`src/hw/wws_pkg.sv`:
```
package wws_pkg;

    // ==========================================
    // Clock
    // ==========================================
    localparam int unsigned CLK_FREQ_HZ = 125_000_000;

    // ==========================================
    // Upper window limits, in microseconds
    // ==========================================
    localparam longint unsigned WIN_SHORT_US = 64'd250_000;
    localparam longint unsigned WIN_LONG_US  = 64'd2_500_000;
    // Capacitor mode: window = cap / 15.55 pF * 6.25 ms (cap in fF, times in ns)
    localparam longint unsigned CAP_UNIT_FF  = 64'd15_550;
    localparam longint unsigned CAP_STEP_NS  = 64'd6_250_000;
    localparam longint unsigned CAP_DEF_FF   = 64'd1_555_000;
    localparam longint unsigned CAP_MIN_FF   = 64'd155_000;
    localparam longint unsigned CAP_MAX_FF   = 64'd63_000_000;

    // ==========================================
    // Ratio denominators, times ten
    // ==========================================
    localparam longint unsigned RAT_S_LO_X10 = 64'd318;
    localparam longint unsigned RAT_S_HI_X10 = 64'd1249;
    localparam longint unsigned RAT_L_LO_X10 = 64'd320;
    localparam longint unsigned RAT_L_HI_X10 = 64'd1277;
    localparam longint unsigned RAT_C_LO_X10 = 64'd258;
    localparam longint unsigned RAT_C_HI_X10 = 64'd645;

    // ==========================================
    // Lower boundaries for fixed settings, in nanoseconds
    // ==========================================
    localparam longint unsigned LB_S_LO_NS = 64'd7_860_000;
    localparam longint unsigned LB_S_HI_NS = 64'd2_000_000;
    localparam longint unsigned LB_L_LO_NS = 64'd78_200_000;
    localparam longint unsigned LB_L_HI_NS = 64'd19_600_000;

    localparam int CNT_W = 32;

    // Any time rounds down to whole cycles; less than one cycle gives one
    function automatic longint unsigned wws_ns2cyc(input longint unsigned ns);
        longint unsigned c;
        c = (ns * CLK_FREQ_HZ) / 64'd1_000_000_000;
        return (c < 64'd1) ? 64'd1 : c;
    endfunction

    typedef enum logic [1:0]
    {
        WWS_ON    = 2'b01,
        WWS_RESET = 2'b10
    } wws_state_type;

    typedef enum logic [2:0]
    {
        WWS_SEL_SHORT = 3'b001,
        WWS_SEL_LONG  = 3'b010,
        WWS_SEL_CAP   = 3'b100
    } wws_sel_type;

endpackage

```
`src/hw/wws_edge_sync.sv`:
```
`timescale 1ns/10ps

// ==========================================
// Two-stage sampler with rising-edge pulse
// ==========================================
module wws_edge_sync
(
    input  wire logic clk,
    input  wire logic rstn,
    input  wire logic din,
    output logic      rise
);

    logic meta_ff;
    logic sync_ff;
    logic prev_ff;

    always_ff @(posedge clk or negedge rstn)
    begin
        if (!rstn)
        begin
            meta_ff <= 1'b0;
            sync_ff <= 1'b0;
            prev_ff <= 1'b0;
        end
        else
        begin
            meta_ff <= din;
            sync_ff <= meta_ff;
            prev_ff <= sync_ff;
        end
    end

    assign rise = sync_ff & ~prev_ff;

endmodule // wws_edge_sync

```
`src/hw/window_watchdog_supervisor.sv`:
```
`timescale 1ns/10ps

// Functional notes
// - First window after reset release has no early-trigger check.
// - After first detected trigger edge, early check applies to every later window.
// - Each trigger edge clears the window timer and starts a new window.
// - Timeout or early trigger is a fault and asserts reset.
// - Two states: on with output high, reset with output low.
// - Timeout strap low 0.25 s, high 2.5 s, else capacitor timing.
// - Ratio strap high: denominators 124.9, 127.7, 64.5.
// - Ratio strap low: denominators 31.8, 32, 25.8.
// - Fixed lower boundaries 7.86 ms, 2 ms, 78.2 ms, 19.6 ms.
// - Trigger is sampled on the internal clock; edge acts two cycles after its first sample.
// - Capacitor window equals cap / 15.55 pF times 6.25 ms.

module window_watchdog_supervisor
#(
    parameter longint unsigned CAP_FF        = wws_pkg::CAP_DEF_FF,
    // Cycles spent in the reset state after a fault; the reset output stays low one cycle longer
    parameter int unsigned     FAULT_HOLD    = 16,
    // Test hook: nonzero overrides every upper window, in cycles
    parameter longint unsigned WIN_OVR_CYC   = 0
)
(
    input  wire logic clk,
    input  wire logic rstn,
    input  wire logic watchdog_trigger_in,
    input  wire logic timeout_select_strap,
    input  wire logic timeout_select_float,
    input  wire logic window_ratio_strap,
    input  wire logic supply_above_threshold,
    output logic      resetOut_n,
    output logic      faultTimeout,
    output logic      faultEarly
);

    // ==========================================
    // Window limits
    // ==========================================
    localparam longint unsigned WIN_S_CYC =
        wws_pkg::wws_ns2cyc(wws_pkg::WIN_SHORT_US * 64'd1000);
    localparam longint unsigned WIN_L_CYC =
        wws_pkg::wws_ns2cyc(wws_pkg::WIN_LONG_US * 64'd1000);
    localparam longint unsigned WIN_C_CYC = wws_pkg::wws_ns2cyc(
        (CAP_FF * wws_pkg::CAP_STEP_NS) / wws_pkg::CAP_UNIT_FF);
    localparam longint unsigned LB_S_LO = wws_pkg::wws_ns2cyc(wws_pkg::LB_S_LO_NS);
    localparam longint unsigned LB_S_HI = wws_pkg::wws_ns2cyc(wws_pkg::LB_S_HI_NS);
    localparam longint unsigned LB_L_LO = wws_pkg::wws_ns2cyc(wws_pkg::LB_L_LO_NS);
    localparam longint unsigned LB_L_HI = wws_pkg::wws_ns2cyc(wws_pkg::LB_L_HI_NS);
    localparam longint unsigned LB_C_LO =
        wws_pkg::wws_ns2cyc((WIN_C_CYC * 64'd80) / wws_pkg::RAT_C_LO_X10);
    localparam longint unsigned LB_C_HI =
        wws_pkg::wws_ns2cyc((WIN_C_CYC * 64'd80) / wws_pkg::RAT_C_HI_X10);

    // ==========================================
    // Parameter checks
    // ==========================================
    // Refused at elaboration, so a bad build never reaches simulation or silicon
    if (CAP_FF < wws_pkg::CAP_MIN_FF || CAP_FF > wws_pkg::CAP_MAX_FF)
    begin : g_capRange
        $error("Capacitance out of range");
    end
    if (FAULT_HOLD < 1)
    begin : g_holdMin
        $error("FAULT_HOLD must be at least one");
    end
    // A window longer than the counter would wrap and never time out
    if (WIN_C_CYC >= (64'd1 << wws_pkg::CNT_W) || WIN_OVR_CYC >= (64'd1 << wws_pkg::CNT_W))
    begin : g_cntWidth
        $error("Window does not fit the window counter");
    end

    logic [wws_pkg::CNT_W-1:0] winMax;
    logic [wws_pkg::CNT_W-1:0] lbMin;
    wws_pkg::wws_sel_type      sel;

    always_comb
    begin
        if (timeout_select_float)
            sel = wws_pkg::WWS_SEL_CAP;
        else if (timeout_select_strap)
            sel = wws_pkg::WWS_SEL_LONG;
        else
            sel = wws_pkg::WWS_SEL_SHORT;
    end

    always_comb
    begin
        case (sel)
            wws_pkg::WWS_SEL_LONG:
            begin
                winMax = wws_pkg::CNT_W'(WIN_L_CYC);
                lbMin  = window_ratio_strap ? wws_pkg::CNT_W'(LB_L_HI)
                                            : wws_pkg::CNT_W'(LB_L_LO);
            end
            wws_pkg::WWS_SEL_CAP:
            begin
                winMax = wws_pkg::CNT_W'(WIN_C_CYC);
                lbMin  = window_ratio_strap ? wws_pkg::CNT_W'(LB_C_HI)
                                            : wws_pkg::CNT_W'(LB_C_LO);
            end
            default:
            begin
                winMax = wws_pkg::CNT_W'(WIN_S_CYC);
                lbMin  = window_ratio_strap ? wws_pkg::CNT_W'(LB_S_HI)
                                            : wws_pkg::CNT_W'(LB_S_LO);
            end
        endcase
        if (WIN_OVR_CYC != 0)
        begin
            winMax = wws_pkg::CNT_W'(WIN_OVR_CYC);
            lbMin  = wws_pkg::CNT_W'(WIN_OVR_CYC / 64'd8);
        end
    end

    // ==========================================
    // Trigger sampling
    // ==========================================
    logic trigRise;

    wws_edge_sync u_trig
    (
        .clk  (clk),
        .rstn (rstn),
        .din  (watchdog_trigger_in),
        .rise (trigRise)
    );

    // ==========================================
    // State
    // ==========================================
    wws_pkg::wws_state_type    state_ff;
    logic [wws_pkg::CNT_W-1:0] winCnt_ff;
    logic [wws_pkg::CNT_W-1:0] holdCnt_ff;
    logic                      lbEnable_ff;
    logic                      timeoutHit;
    logic                      earlyHit;
    logic                      holdDone;

    assign timeoutHit = (state_ff == wws_pkg::WWS_ON) && !trigRise
                        && (winCnt_ff >= winMax - 1'b1);
    assign earlyHit   = (state_ff == wws_pkg::WWS_ON) && trigRise
                        && lbEnable_ff && (winCnt_ff < lbMin);
    assign holdDone   = holdCnt_ff >= wws_pkg::CNT_W'(FAULT_HOLD - 1);

    always_ff @(posedge clk or negedge rstn)
    begin
        if (!rstn)
            state_ff <= wws_pkg::WWS_RESET;
        else
        begin
            case (state_ff)
                wws_pkg::WWS_ON:
                    if (!supply_above_threshold || timeoutHit || earlyHit)
                        state_ff <= wws_pkg::WWS_RESET;
                wws_pkg::WWS_RESET:
                    if (supply_above_threshold && holdDone)
                        state_ff <= wws_pkg::WWS_ON;
                default:
                    state_ff <= wws_pkg::WWS_RESET;
            endcase
        end
    end

    always_ff @(posedge clk or negedge rstn)
    begin
        if (!rstn)
            holdCnt_ff <= '0;
        else if (state_ff == wws_pkg::WWS_ON)
            holdCnt_ff <= '0;
        else if (!holdDone)
            holdCnt_ff <= holdCnt_ff + 1'b1;
    end

    // Window timer restarts on every trigger edge and while in reset
    always_ff @(posedge clk or negedge rstn)
    begin
        if (!rstn)
            winCnt_ff <= '0;
        else if (state_ff != wws_pkg::WWS_ON || trigRise)
            winCnt_ff <= '0;
        else
            winCnt_ff <= winCnt_ff + 1'b1;
    end

    // Early check armed only once the first edge has been seen
    always_ff @(posedge clk or negedge rstn)
    begin
        if (!rstn)
            lbEnable_ff <= 1'b0;
        else if (state_ff != wws_pkg::WWS_ON)
            lbEnable_ff <= 1'b0;
        else if (trigRise)
            lbEnable_ff <= 1'b1;
    end

    // ==========================================
    // Outputs
    // ==========================================
    always_ff @(posedge clk or negedge rstn)
    begin
        if (!rstn)
        begin
            resetOut_n   <= 1'b0;
            faultTimeout <= 1'b0;
            faultEarly   <= 1'b0;
        end
        else
        begin
            resetOut_n   <= (state_ff == wws_pkg::WWS_ON) && supply_above_threshold
                            && !timeoutHit && !earlyHit;
            faultTimeout <= timeoutHit;
            faultEarly   <= earlyHit;
        end
    end

endmodule // window_watchdog_supervisor

```
`config.mk`:
```
export PLATFORM = sky130hd
export DESIGN_NAME = window_watchdog_supervisor
export DESIGN_NICKNAME = d
export VERILOG_FILES = /design/src/hw/wws_pkg.sv /design/src/hw/wws_edge_sync.sv /design/src/hw/window_watchdog_supervisor.sv
export SDC_FILE = /design/constraint.sdc
export NUM_CORES = 1
export LEC_CHECK = 0
export BUFFER_PORTS_ARGS = -buffer_cell sky130_fd_sc_hd__buf_2
export CAP_MARGIN = 20
export CORE_MARGIN = 3
export CORE_UTILIZATION = 33
export CTS_BUF_LIST = sky130_fd_sc_hd__clkbuf_8 sky130_fd_sc_hd__clkbuf_16
export CTS_CLUSTER_DIAMETER = 40
export DETAILED_ROUTE_END_ITERATION = 8
export PLACE_DENSITY = 0.49
export SLEW_MARGIN = 10
export SYNTH_ARGS = -nofsm -noshare
export SYNTH_HDL_FRONTEND = slang
export SYNTH_SLANG_ARGS = --single-unit
```
`constraint.sdc`:
```
create_clock -name clk -period 2.3 [get_ports clk]
set_clock_uncertainty 0.05 [all_clocks]
set_input_delay 0.575 -clock clk [delete_from_list [all_inputs] [get_ports clk]]
set_output_delay 0.575 -clock clk [all_outputs]
set_load 0.1 [all_outputs]
```
* Yosys cells after proc, flatten, opt, wreduce, memory -nomap -nowiden
Index checks and enable logic that the tools add are counted.
** Word-level totals
- Flip-flop bits (word level) :: 73
** Cells by class
- Eq/ne operators :: 8
- Bitwise logic cells :: 2
- Mux-type cells :: 15
- Reduce and logical (&&, ||, !) cells :: 18
- Magnitude comparators :: 3
- $add $sub $neg :: 3
** Operators with widths (count)
- 32-bit two-way mux :: 3
- 32-bit by 1-bit adder with 32-bit output (second input constant) :: 2
- 29-bit one-hot mux with 2 select lines :: 1
- 24-bit one-hot mux with 2 select lines :: 1
- 32-bit greater-or-equal comparator :: 1
- 32-bit by 4-bit greater-or-equal comparator with 1-bit output (second input constant) :: 1
- 32-bit < comparator :: 1
- 32-bit by 1-bit subtractor with 32-bit output (second input constant) :: 1
- 24-bit two-way mux :: 1
- 22-bit two-way mux :: 1
- 20-bit two-way mux :: 1
- 1-bit logical AND :: 9
- 2-bit two-way mux :: 3
- 2-bit by 1-bit inequality test with 1-bit output (second input constant) :: 3
- 1-bit zero test :: 4
- 2-bit one-hot mux with 2 select lines :: 1
- 3-bit by 2-bit == test with 1-bit output (second input constant) :: 1
- 3-bit == test (second input constant) :: 1
- 1-bit logical OR :: 3
- 3-bit two-way mux :: 1
- 2-bit by 1-bit == test with 1-bit output (second input constant) :: 1
- 2-bit == test (second input constant) :: 1
- 1-bit two-way mux :: 2
- 2-bit inequality test (second input constant) :: 1
- 4 further kinds :: 4

* Depth between registers and ports, before layout
- Depth in word-level cells :: 11
- Gate-level depth with buffers :: 12

* Hierarchy
A second synthesis with hierarchy kept.
** Second synthesis, totals
- Cells, all modules :: 391
- Area total of the unflattened synthesis :: 3986.3 µm²
** Modules (own cells, without submodules)
- window_watchdog_supervisor :: cells an instance 387, area each 3897.5 µm², seq. area each 1752.9 µm², instances 1
- wws_edge_sync :: cells an instance 4, area each 88.8 µm², seq. area each 75.1 µm², instances 1

* Worst setup path before layout
Ideal clock, no wire load.
- Kind :: input-to-reg
- From :: input timeout_select_float
- To :: register state_ff[0]
- Setup slack :: -549 ps
- Data arrival time :: 2669 ps
- Stages on the path :: 11
- Data required time :: 2120 ps
- Setup time :: 130 ps
- Path through :: clkbuf_1 > or2_2 > clkbuf_1 > o22ai_1 > ha_1 > o21ai_0 > a21oi_1 > a2111oi_0 > o311ai_0 > a21oi_1 > o31ai_1
** On the way
- Elaborated cells on any way between the ends :: 14
- Classes of those cells :: 1 x add/sub; 2 x order compare; 3 x eq/ne; 3 x mux; 5 x reduce/logical
** RTL lines
- from (decl) :: RTL line window_watchdog_supervisor.sv:29 : input wire logic timeout_select_float,
- 3-bit two-way mux (*) :: RTL line window_watchdog_supervisor.sv:79 : if (timeout_select_float)
- 3-bit == test or 3-bit by 2-bit == test with 1-bit output (tied branches) :: RTL line window_watchdog_supervisor.sv:89 : case (sel)
- 24-bit one-hot mux with 2 select lines (*) :: RTL line window_watchdog_supervisor.sv:89
- 32-bit < comparator (*) :: RTL line window_watchdog_supervisor.sv:143 : && lbEnable_ff && (winCnt_ff < lbMin);
- 1-bit logical AND (*) :: RTL line window_watchdog_supervisor.sv:143
- named net earlyHit :: RTL line window_watchdog_supervisor.sv:137 : logic earlyHit;
- 1-bit logical OR (*) :: RTL line window_watchdog_supervisor.sv:154 : if (!supply_above_threshold || timeoutHit || earlyHit)
- 2-bit by 1-bit inequality test with 1-bit output (no line) (*)
- 2-bit AND reduction (no line) (*)
- to (signal assigned) :: RTL line window_watchdog_supervisor.sv:149 : state_ff <= wws_pkg::WWS_RESET;
- to (signal assigned) :: RTL line window_watchdog_supervisor.sv:155 : state_ff <= wws_pkg::WWS_RESET;
- to (signal assigned) :: RTL line window_watchdog_supervisor.sv:158 : state_ff <= wws_pkg::WWS_ON;
- to (decl) :: RTL line window_watchdog_supervisor.sv:132 : wws_pkg::wws_state_type state_ff;
Mark *: on every way through the listed nets, which the timed path passes. The rest lies on a longest branch.
A chain may end at the register's enable or synchronous reset.

* Worst setup path in the final report
- From :: input timeout_select_strap
- To :: register state_ff[1]
** On the way
- Elaborated cells on any way between the ends :: 15
- Classes of those cells :: 1 x add/sub; 2 x order compare; 3 x eq/ne; 4 x mux; 5 x reduce/logical
** RTL lines
- from (decl) :: RTL line window_watchdog_supervisor.sv:28 : input wire logic timeout_select_strap,
- 2-bit two-way mux (*) :: RTL line window_watchdog_supervisor.sv:81 : else if (timeout_select_strap)
- 3-bit two-way mux (*) :: RTL line window_watchdog_supervisor.sv:79
- 3-bit == test or 3-bit by 2-bit == test with 1-bit output (tied branches) :: RTL line window_watchdog_supervisor.sv:89
- 24-bit one-hot mux with 2 select lines (*) :: RTL line window_watchdog_supervisor.sv:89
- 32-bit < comparator (*) :: RTL line window_watchdog_supervisor.sv:143
- 1-bit logical AND (*) :: RTL line window_watchdog_supervisor.sv:143
- named net earlyHit :: RTL line window_watchdog_supervisor.sv:137
- 1-bit logical OR (*) :: RTL line window_watchdog_supervisor.sv:154
- 2-bit by 1-bit inequality test with 1-bit output (no line) (*)
- 2-bit AND reduction (no line) (*)
Marked as above.

==> results.sh <==
export IMPL_run_status="complete, but fails checks"
export IMPL_failed_checks="setup timing"
export IMPL_drv_slew=0
export IMPL_maximum_number_of_pins_on_one_net_before_global_route_repair=34
export IMPL_final_common_cell="sky130_fd_sc_hd__dfrtp_1"
export IMPL_remaining_drc_errors=0
export IMPL_ff2ff_path_depth=6
export IMPL_register_clock_pin_slew_on_the_reported_worst_setup_and_hold_paths_ns=0.06
export IMPL_finish_cell_count_without_fillers=601
export IMPL_tritoncts_num_buffers=9
export IMPL_final_critical_path_setup_slack_ns=-0.008541
export IMPL_startpoint_to_endpoint_class_of_the_critical_path="input pin to flop"
export IMPL_worst_flop_to_flop_path_endpoint="state_ff[1]"
export IMPL_drive_gt1_share_pct=24.89
export IMPL_grt_setup_unrepaired="yes"
export IMPL_critPathCaptureType="flop"
export IMPL_yosys_top_cells_area="sky130_fd_sc_hd__dfrtp_1 (45%), sky130_fd_sc_hd__ha_1 (13%), sky130_fd_sc_hd__and2_1 (4.7%)"
export IMPL_p_per_area_mw_per_mm2=613.6
export IMPL_antenna_violating_nets_post_route=0
export IMPL_critical_path_required_ns=2.52
export IMPL_syn_to_final_growth_pct=29.33
export IMPL_min_delay_path_class="input pin to asynchronous set/reset pin"
export IMPL_boundaryPins=10
export IMPL_nets=502
export IMPL_cp_start_kind="input pin"
export IMPL_final_hpwl_dp_um=6833
export IMPL_synth_cell_type_count=49
export IMPL_reg2reg_slack_ns=0.19
export IMPL_die_height_um=116.0
export IMPL_hold_violation_total_from_the_final_report=0
export IMPL_rows=39
export IMPL_postSynthCellCount=396
export IMPL_critical_path_endpoint="state_ff[1]"
export IMPL_max_cap_violations=0
export IMPL_synth_top_area_share_pct=45.13
export IMPL_fin_hold_ws_ns=0.1323
export IMPL_ys_warn_count=0
export IMPL_chipWidth_um=116.0
export IMPL_pre_cts_ws_ns=-0.7242
export IMPL_route_detailed_wl_per_inst_um=15.55
export IMPL_ff_latch_area_mm2=0.001828
export IMPL_async_reset_ff_share_pct=100.0
export IMPL_placeableCoreArea_mm2=0.01161
export IMPL_timing_final_crit_period_ns=2.309
export IMPL_synth_flop_cell="sky130_fd_sc_hd__dfrtp_1"
export IMPL_postSynthRegisterBits=73
export IMPL_design_area_mm2=0.005164
export IMPL_placedInstanceArea_mm2=0.004536
export IMPL_fillerInstances=1111
export IMPL_p_leak_nw=2.480
export IMPL_multi_input_area_mm2=0.002323
export IMPL_viasPerCell=4.992
export IMPL_number_of_flops_mapped_to_enable_cells_by_yosys=0
export IMPL_setup_violations=1
export IMPL_worstPathArrival_ns=2.53
export IMPL_layout_common_cells="sky130_fd_sc_hd__dfrtp_1 (72), sky130_fd_sc_hd__nor2_1 (46), sky130_fd_sc_hd__buf_4 (46)"
export IMPL_placement_io_buffers=9
export IMPL_timing_setup_tns_ns=-0.008541
export IMPL_cts_hold_repair_buffers=0
export IMPL_synth_sequential_area_ratio_pct=45.79
export IMPL_post_synth_instance_area_mm2=0.003993
export IMPL_detail_route_iter0_violations=133
export IMPL_grt_first_pass_wirelength_um=15720
export IMPL_grt_pass1_vias=3066
export IMPL_diodes=0
export IMPL_ctsLongestPathBuffers=2
export IMPL_r2r_start="winCnt_ff[29]"
export IMPL_cts_tree="built"
export IMPL_htreeDepth=3
export IMPL_vdd_ir_drop_max_mv=0.4860
export IMPL_root_buffer="sky130_fd_sc_hd__clkbuf_16"
export IMPL_grt_ovfl_total=0
export IMPL_final_min_period_over_clock_period_pct=100.4
export IMPL_crit_start="timeout_select_strap"
export IMPL_design_die_area_mm2=0.01345
export IMPL_synth_top_cell_by_area="sky130_fd_sc_hd__dfrtp_1"
export IMPL_place_detailed_instances=581
export IMPL_fmax_mhz=433.2
export IMPL_postSynthAreaPerCell_um2=10.08
export IMPL_vias=3000
export IMPL_floorplan_initialDensity_pct=34.38
export IMPL_globalRouteTotalUtil_pct=15.16
export IMPL_initial_antenna_violation_count=0
export IMPL_detailedRoute_firstPassIterationCount=4
export IMPL_critical_path_max_fanout=5
export IMPL_total_wirelength_of_the_detailed_routed_design_um=9346
export IMPL_synthesis_nets=445
export IMPL_place_gp_congestion=0.8424
export IMPL_clock_sinks=73
export IMPL_clk_insertion_delay_late_ns=0.34
through the flow:
step | power (mW) | utilization (%)
2_1_floorplan | 1.568 | -
3_3_place_gp | 1.676 | 39.05
3_5_place_dp | 1.684 | 39.05
4_1_cts | 3.199 | 43.15
5_1_grt | 3.329 | 44.46
6_report | 3.169 | 44.46
per-layer routing:
| metal | vias up | part of all wire (%) | GRT usage [%] |
|---|---|---|---|
| met5 | - | 0 | 0 |
| met4 | 0 | 2.0 | 5.646 |
| met3 | 16 | 2.9 | 3.916 |
| met2 | 30 | 46 | 23.71 |
| met1 | 1431 | 49 | 20.27 |
| li1 | 1523 | - | - |
worst max-delay path, stage by stage:
cell and delay [ns]:
sky130_fd_sc_hd__buf_12 0.11, sky130_fd_sc_hd__or2_4 0.28, sky130_fd_sc_hd__buf_4 0.16, sky130_fd_sc_hd__ha_4 0.29, sky130_fd_sc_hd__and3_1 0.19, sky130_fd_sc_hd__nand4_1 0.13
sky130_fd_sc_hd__o311ai_4 0.38, sky130_fd_sc_hd__a21oi_4 0.12, sky130_fd_sc_hd__o31a_1 0.28
state kept, by name (all words and copies together), names as in the netlist:
name,cells
holdCnt_ff,32
faultEarly,1
faultTimeout,1
lbEnable_ff,1
state_ff,2
winCnt_ff,32
u_trig.sync_ff,1
resetOut_n,1
u_trig.meta_ff,1
u_trig.prev_ff,1
Yosys cell counts, drive strengths merged (2+ instances only):
library cell  number
a2111oi            2
a211oi             2
a21o               7
a21oi             20
and2              30
and3              10
and4               2
clkbuf            11
conb               2
dfrtp             72
ha                42
inv               10
mux2i              2
nand2             15
nand2b             2
nand3             18
nand4             16
nand4b             2
nor2              47
nor2b              3
nor3               4
nor4              11
o211ai             2
o21ai             13
or3                8
xnor2              9
xor2              18
worst min-delay path by stage:
stage / from / end / slack [ns] / cells after the start
3_5_place_dp: u_trig.meta_ff / u_trig.sync_ff / 0.29 / 0
5_1_grt: rstn / winCnt_ff[10] / 0.16 / 1
2_1_floorplan: rstn / faultEarly / 0.23 / 0
4_1_cts: rstn / winCnt_ff[10] / 0.14 / 1
6_report: rstn / winCnt_ff[10] / 0.13 / 1
3_3_place_gp: u_trig.meta_ff / u_trig.sync_ff / 0.29 / 0
kinds of logic after synthesis:
family	share of synthesized area [%]
AOI/OAI and AO/OA	8.775
xor gates and xnor gates	5.923
adders and majority gates	13.16
buffers and inverters	2.162
DFF	45.79
muxes	0.5014
other	0.1881
and+or+nand+nor	23.50
report_power, final:
part | switching (mW) | leakage, nW | internal [mW]
clock network | 0.598 | 0.150 | 0.864
logic | 0.178 | 1.33 | 0.160
registers | 0.0348 | 1.00 | 1.33
layout make-up:
class,count,area share [%]
clock inverters,7,1.672
well taps,143,3.465
repair buffers,58,9.280
inverters,10,0.8238
multi-input cells,301,45.00
flip-flops and latches,73,35.40
clock buffers,9,4.362
repair_timing:
item / 4_1_cts / 5_1_grt
pin swaps: 16 / 18
endpoints found under the setup margin: 4 / 5
buffers inserted: 3 / 2
resized for setup: 32 / 25
No activity file was read; power rests on OpenSTA's default activity.
